===== src/hw/epx_consts.vh =====
// epx_consts.vh: offsets, reset values, field positions and timing counts
// for the extra configuration registers of the enhanced host controller.
// assumes byte addressing within the function's configuration space.
`ifndef EPX_CONSTS_VH
`define EPX_CONSTS_VH

// ----------------------------------------------------------------------
// register offsets (byte addresses in configuration space)
// ----------------------------------------------------------------------
`define EPX_OFS_RELEASE     8'h60
`define EPX_OFS_FRAME_LEN   8'h61
`define EPX_OFS_WAKE_LO     8'h62
`define EPX_OFS_WAKE_HI     8'h63

// ----------------------------------------------------------------------
// reset values and fields
// ----------------------------------------------------------------------
`define EPX_RELEASE_VALUE   8'h20
`define EPX_FRAME_LEN_RST   6'h20
`define EPX_FRAME_LEN_MSB   5
`define EPX_WAKE_RST        16'h001f

// ----------------------------------------------------------------------
// sof period: base count plus field, one tick per step
// ----------------------------------------------------------------------
`define EPX_SOF_BASE        16'he860
`define EPX_SOF_WIDTH       16

`endif


===== src/hw/epx_config_regs.v =====
// epx_config_regs.v: extra configuration registers (release number,
// frame length adjust, port wake mask) with the micro-frame counter.
// assumes a byte-wide configuration access port, synchronous to ref_clk.
`timescale 1ns/1ps
`default_nettype none
`include "epx_consts.vh"

module epx_config_regs #(
    parameter FIELD_W = 6
) (
    input  wire        ref_clk,
    input  wire        rst_n,
    input  wire        cfg_sel,
    input  wire        cfg_wr,
    input  wire [7:0]  cfg_addr,
    input  wire [7:0]  cfg_wdata,
    input  wire        sof_tick_en,
    output reg  [7:0]  cfg_rdata,
    output reg         cfg_hit,
    output reg  [15:0] port_wake_capability_mask,
    output reg  [7:0]  frame_length_adjust,
    output reg         sof_pulse
);
    // ------------------------------------------------------------------
    // storage
    // ------------------------------------------------------------------
    wire        sof_pulse_i;
    wire [15:0] sof_count;
    wire [15:0] sof_period;

    // the reserved bits are stored as written; software keeps them zero
    wire wr_frame = cfg_sel & cfg_wr & (cfg_addr == `EPX_OFS_FRAME_LEN);
    wire wr_wlo   = cfg_sel & cfg_wr & (cfg_addr == `EPX_OFS_WAKE_LO);
    wire wr_whi   = cfg_sel & cfg_wr & (cfg_addr == `EPX_OFS_WAKE_HI);

    always @(posedge ref_clk) begin
        if (!rst_n) begin
            frame_length_adjust       <= {2'b00, `EPX_FRAME_LEN_RST};
            port_wake_capability_mask <= `EPX_WAKE_RST;
        end else begin
            if (wr_frame)
                frame_length_adjust <= cfg_wdata;
            // mask is storage only, wired to nothing else
            if (wr_wlo)
                port_wake_capability_mask[7:0] <= cfg_wdata;
            if (wr_whi)
                port_wake_capability_mask[15:8] <= cfg_wdata;
        end
    end

    // ------------------------------------------------------------------
    // read path; unmapped offsets read zero with no hit
    // ------------------------------------------------------------------
    always @(posedge ref_clk) begin
        if (!rst_n) begin
            cfg_rdata <= 8'h00;
            cfg_hit   <= 1'b0;
        end else begin
            cfg_hit <= 1'b0;
            if (cfg_sel && !cfg_wr) begin
                cfg_hit <= 1'b1;
                if (cfg_addr == `EPX_OFS_RELEASE)
                    cfg_rdata <= `EPX_RELEASE_VALUE;
                else if (cfg_addr == `EPX_OFS_FRAME_LEN)
                    cfg_rdata <= frame_length_adjust;
                else if (cfg_addr == `EPX_OFS_WAKE_LO)
                    cfg_rdata <= port_wake_capability_mask[7:0];
                else if (cfg_addr == `EPX_OFS_WAKE_HI)
                    cfg_rdata <= port_wake_capability_mask[15:8];
                else begin
                    cfg_rdata <= 8'h00;
                    cfg_hit   <= 1'b0;
                end
            end else if (cfg_sel) begin
                cfg_hit <= (cfg_addr == `EPX_OFS_FRAME_LEN) | (cfg_addr == `EPX_OFS_WAKE_LO)
                         | (cfg_addr == `EPX_OFS_WAKE_HI) | (cfg_addr == `EPX_OFS_RELEASE);
            end
        end
    end

    // ------------------------------------------------------------------
    // micro-frame counter; one tick is one 480 MHz bit time
    // ------------------------------------------------------------------
    epx_sof_counter #(
        .FIELD_W    (FIELD_W)
    ) u_sof (
        .ref_clk    (ref_clk),
        .rst_n      (rst_n),
        .tick_en    (sof_tick_en),
        .frame_len  (frame_length_adjust[`EPX_FRAME_LEN_MSB:0]),
        .sof_pulse  (sof_pulse_i),
        .sof_count  (sof_count),
        .sof_period (sof_period)
    );

    always @(posedge ref_clk) begin
        if (!rst_n)
            sof_pulse <= 1'b0;
        else
            sof_pulse <= sof_pulse_i;
    end
endmodule
`default_nettype wire


===== src/hw/epx_sof_counter.v =====
// epx_sof_counter.v: micro-frame counter whose period follows the frame
// length field. runs on the one clock; tick_en marks counter clocks.
`timescale 1ns/1ps
`default_nettype none
`include "epx_consts.vh"

module epx_sof_counter #(
    parameter FIELD_W = 6
) (
    input  wire               ref_clk,
    input  wire               rst_n,
    input  wire               tick_en,
    input  wire [FIELD_W-1:0] frame_len,
    output reg                sof_pulse,
    output reg  [15:0]        sof_count,
    output reg  [15:0]        sof_period
);
    // ------------------------------------------------------------------
    // period arithmetic
    // ------------------------------------------------------------------
    function [15:0] period_of;
        input [FIELD_W-1:0] f;
        begin
            period_of = `EPX_SOF_BASE + {{(16-FIELD_W){1'b0}}, f};
        end
    endfunction

    // ------------------------------------------------------------------
    // counter; new length taken only at the boundary so no frame is cut
    // ------------------------------------------------------------------
    always @(posedge ref_clk) begin
        if (!rst_n) begin
            sof_count  <= 16'h0000;
            sof_period <= `EPX_SOF_BASE + {10'h000, `EPX_FRAME_LEN_RST};
            sof_pulse  <= 1'b0;
        end else begin
            sof_pulse <= 1'b0;
            if (tick_en) begin
                if (sof_count == sof_period - 16'h0001) begin
                    sof_count  <= 16'h0000;
                    sof_period <= period_of(frame_len);
                    sof_pulse  <= 1'b1;
                end else begin
                    sof_count <= sof_count + 16'h0001;
                end
            end
        end
    end
endmodule
`default_nettype wire


===== config.mk =====
export PLATFORM = sky130hd
export DESIGN_NAME = epx_config_regs
export DESIGN_NICKNAME = d
export VERILOG_FILES = /design/src/hw/epx_config_regs.v /design/src/hw/epx_sof_counter.v
export VERILOG_INCLUDE_DIRS = /design/src /design/src/hw
export SDC_FILE = /design/constraint.sdc
export NUM_CORES = 1
export LEC_CHECK = 0
export BUFFER_PORTS_ARGS = -buffer_cell sky130_fd_sc_hd__buf_2
export CAP_MARGIN = 10
export CORE_ASPECT_RATIO = 2
export CORE_MARGIN = 3
export CORE_UTILIZATION = 50
export CTS_BUF_LIST = sky130_fd_sc_hd__clkbuf_4 sky130_fd_sc_hd__clkbuf_8
export CTS_CLUSTER_SIZE = 20
export DETAILED_ROUTE_END_ITERATION = 10
export GPL_TIMING_DRIVEN = 0
export PLACE_DENSITY = 0.73
export SYNTH_ARGS = -nofsm -noshare
export SYNTH_HDL_FRONTEND = slang
export SYNTH_SLANG_ARGS = --single-unit

===== constraint.sdc =====
create_clock -name ref_clk -period 3.15 [get_ports ref_clk]
set_input_delay 0.1575 -clock ref_clk [delete_from_list [all_inputs] [get_ports ref_clk]]
set_output_delay 0.1575 -clock ref_clk [all_outputs]
set_load 0.02 [all_outputs]

==> impl_metrics.json <==
{
  "drive_gt1_frac": 0.221,
  "synth_edf_count": 0,
  "finalClockSkew_ps": 7.78,
  "track_usage": 0.236,
  "async_flop_share": 0,
  "pwr-share-clk": 0.452,
  "hold_path.class": "input port to flop",
  "wl_mm": 7.34,
  "crit_chain": "inv_1, ha_1, xnor2_1, or4_1, a211oi_1, nand4_1, o31ai_2, buf_2, nor2_1",
  "core_um2": 5420,
  "start_util": 0.517,
  "synthDistinctLibCells": 49,
  "diodes": 0,
  "p_comb_frac": 0.053,
  "viasPerCell": 5.71,
  "p_total_uw": 1490,
  "gp_congestion": 0.851,
  "clock.fmax_mhz": 338,
  "powerDensity_nw_per_um2": 446,
  "cts_buffers": 9,
  "rrSetupSlack_ps": 190,
  "clock_sinks": 58,
  "layout_commonest_cell": "dfxtp_1",
  "rows": 38,
  "wl_met1_mm": 2.70,
  "grt_pass1_wl_mm": 11.9,
  "r2r-start": "u_sof.sof_period[0]$_SDFFE_PN0P_",
  "cts.path.max_buffers": 2,
  "peakVddDrop_uv": 443,
  "rsz0062_at_grt": "no",
  "holdPathEnd": "port_wake_capability_mask[2]$_SDFFE_PN1P_",
  "synth_cells": 332,
  "cp.arrival_ps": 3190,
  "drt_iter0_markers": 107,
  "clkTransAtPathRegs_ps": 70,
  "antenna_found_initial": 0,
  "finalSetupTns_ps": 0,
  "yosysSeqAreaShare": 0.414,
  "cts_root_buf": "clkbuf_8",
  "layout.area.seq_um2": 1160,
  "hpwl_mm": 5.61,
  "ys_ff_latch": 58,
  "die_w_um": 58.9,
  "p_seq_frac": 0.496,
  "crit_slowest_cell": "or4_1",
  "cts-resized-gates": 0,
  "grt_pass1_vias": 2581,
  "h-tree-depth": 3,
  "route.top_layer_used": "met4",
  "ant_nets": 0,
  "p_sw_uw": 356,
  "reg2reg_depth": 9,
  "final-hold-violation-count": 0,
  "worstReg2RegEnd": "u_sof.sof_count[3]$_SDFFE_PN0P_",
  "port-buffer-count": 54,
  "num-fill-cells": 497,
  "setup_viol": 0,
  "worstMarginPinSlew_ps": 1020,
  "dr.pass1.iters": 4,
  "final_cell_mix": "dfxtp_1 (58), buf_2 (57), nor2_1 (56)",
  "dr_wl_met2_mm": 3.91,
  "path_class": "flop to flop",
  "critPathCaptureType": "flop",
  "die_y_um": 112,
  "p_leak_uw": 0.00135,
  "p_int_uw": 1130,
  "synth.avg_cell_area_um2": 8.44,
  "num_vias": 2638,
  "wl_met3_um": 304,
  "yosys_warnings": 0,
  "status": "completed",
  "crit_path_start_kind": "flop",
  "clkLatencyLatePin_ps": 340,
  "syn_area_um2": 2800,
  "tritoncts": "done",
  "boundaryPins": 55,
  "cp_max_fo": 10,
  "post_cts_buffers": 0,
  "ctsHoldBuffers": 0,
  "slowest_delay_ps": 500,
  "nNetsFinal": 420,
  "drc_errors": 0,
  "swShare": 0.239,
  "fp.dieArea_um2": 6590,
  "wl_per_cell_um": 15.9,
  "slew_viol_final": 0,
  "grt_overflow_total": 0,
  "post-route-min-period_ps": 2960,
  "period_share": 0.939,
  "multiInputGateArea_um2": 1540,
  "slew-limit-headroom": 0.318,
  "hold_start": "cfg_wdata[2]",
  "hold_depth": 3,
  "grt_max_degree": 11,
  "layout-area-overhead-vs-synth_pct": 19.1,
  "synth_flop_cell": "dfxtp_1",
  "cap_viol_max_count": 0,
  "crit_required_ps": 3380,
  "syn_nets": 355
}
sequential cells by signal, summed over array words and instances (netlist names):
| signal | flops |
|---|---|
| u_sof.sof_count | 16 |
| u_sof.sof_pulse | 1 |
| cfg_rdata | 8 |
| cfg_hit | 1 |
| sof_pulse | 1 |
| u_sof.sof_period | 7 |
| frame_length_adjust | 8 |
| port_wake_capability_mask | 16 |
metrics by stage:
step                      setup WS (ps)  cell area [µm²]  hold WS [ps]   util  cells
final                               193             3340          64.0  0.615    462
after CTS                           209             3340          51.9  0.615    462
after detailed placement            228             3150           410  0.581    446
after global routing               57.1             3340          78.0  0.615    462
after global placement              254             3150           407  0.581    446
after floorplan                     717             2800           282      -    332
power by group through the flow:
stage,combinational (µW),sequential [µW],clock (µW)
after global routing,85.9,737,710
after detailed placement,77.8,754,0
after global placement,76.3,753,0
after CTS,78.0,737,676
after floorplan,43.4,754,0
final,78.5,737,672
cell usage after synthesis, types with 2 or more instances:
| cell type | instances | area [µm²] |
|---|---|---|
| nor4b_1 | 2 | 17.5 |
| a22oi_1 | 8 | 60.1 |
| o21ai_0 | 19 | 95.1 |
| and4_1 | 2 | 17.5 |
| nor2_1 | 56 | 210 |
| dfxtp_1 | 58 | 1160 |
| nand3_1 | 12 | 60.1 |
| nor3_1 | 6 | 30.0 |
| mux2_2 | 7 | 78.8 |
| a21o_1 | 2 | 15.0 |
| xnor2_1 | 11 | 96.3 |
| a21oi_1 | 9 | 45.0 |
| mux2i_1 | 22 | 220 |
| and3_1 | 4 | 25.0 |
| buf_2 | 3 | 15.0 |
| or3_1 | 3 | 18.8 |
| clkbuf_1 | 12 | 45.0 |
| nand2_1 | 38 | 143 |
| nor4_1 | 2 | 12.5 |
| xor2_1 | 9 | 78.8 |
| nand2b_1 | 5 | 31.3 |
| a2111oi_0 | 2 | 17.5 |
| nand4_1 | 7 | 43.8 |
| inv_1 | 7 | 26.3 |
| ha_1 | 2 | 25.0 |
routing by layer:
layer,up-vias,track usage
met4,0,0.185
met5,-,0
li1,1278,-
met3,30,0.0499
met1,1242,0.235
met2,88,0.403
final cells by class:
class / count / area share
timing repair buffer: 54 / 0.0810
multi-input combinational: 250 / 0.461
sequential: 58 / 0.348
clock buffer: 10 / 0.0394
buffer: 16 / 0.0214
clock inverter: 6 / 0.0173
tap: 60 / 0.0225
inverter: 8 / 0.00900
worst max-delay path by stage:
| stage | from | end | slack, ps | cells past startpoint |
|---|---|---|---|---|
| 2_1_floorplan | u_sof.sof_period[0]$_SDFFE_PN0P_ | u_sof.sof_count[13]$_SDFFE_PN0P_ | 720 | 9 |
| 3_3_place_gp | u_sof.sof_period[0]$_SDFFE_PN0P_ | u_sof.sof_count[4]$_SDFFE_PN0P_ | 250 | 9 |
| 3_5_place_dp | u_sof.sof_period[0]$_SDFFE_PN0P_ | u_sof.sof_count[3]$_SDFFE_PN0P_ | 230 | 9 |
| 4_1_cts | u_sof.sof_period[0]$_SDFFE_PN0P_ | u_sof.sof_count[3]$_SDFFE_PN0P_ | 210 | 9 |
| 5_1_grt | u_sof.sof_period[0]$_SDFFE_PN0P_ | u_sof.sof_count[7]$_SDFFE_PN0P_ | 60 | 9 |
| 6_report | u_sof.sof_period[0]$_SDFFE_PN0P_ | u_sof.sof_count[3]$_SDFFE_PN0P_ | 190 | 9 |
worst max-delay path, delay by kind of cell (launching register included):
family	cells	cell delay (ps)
xor gates and xnor gates	1	120
and+or+nand+nor	3	890
DFF	1	430
AOI/OAI and AO/OA	2	710
adders and majority gates	1	320
buffers and inverters	2	360
cell families (layout without fill, tap and decap cells):
| kind of cell | after synthesis | count (layout) | share of synthesized area |
|---|---|---|---|
| AND/OR/NAND/NOR | 148 | 148 | 0.253 |
| XOR/XNOR | 20 | 20 | 0.0625 |
| multiplexers | 29 | 29 | 0.107 |
| flip-flops | 58 | 58 | 0.414 |
| AO/OA/AOI/OAI | 51 | 51 | 0.118 |
| buffers and inverters | 24 | 94 | 0.0362 |
| adder cells (fa/ha/maj) | 2 | 2 | 0.00893 |
Power figures use the tool's default switching activity.
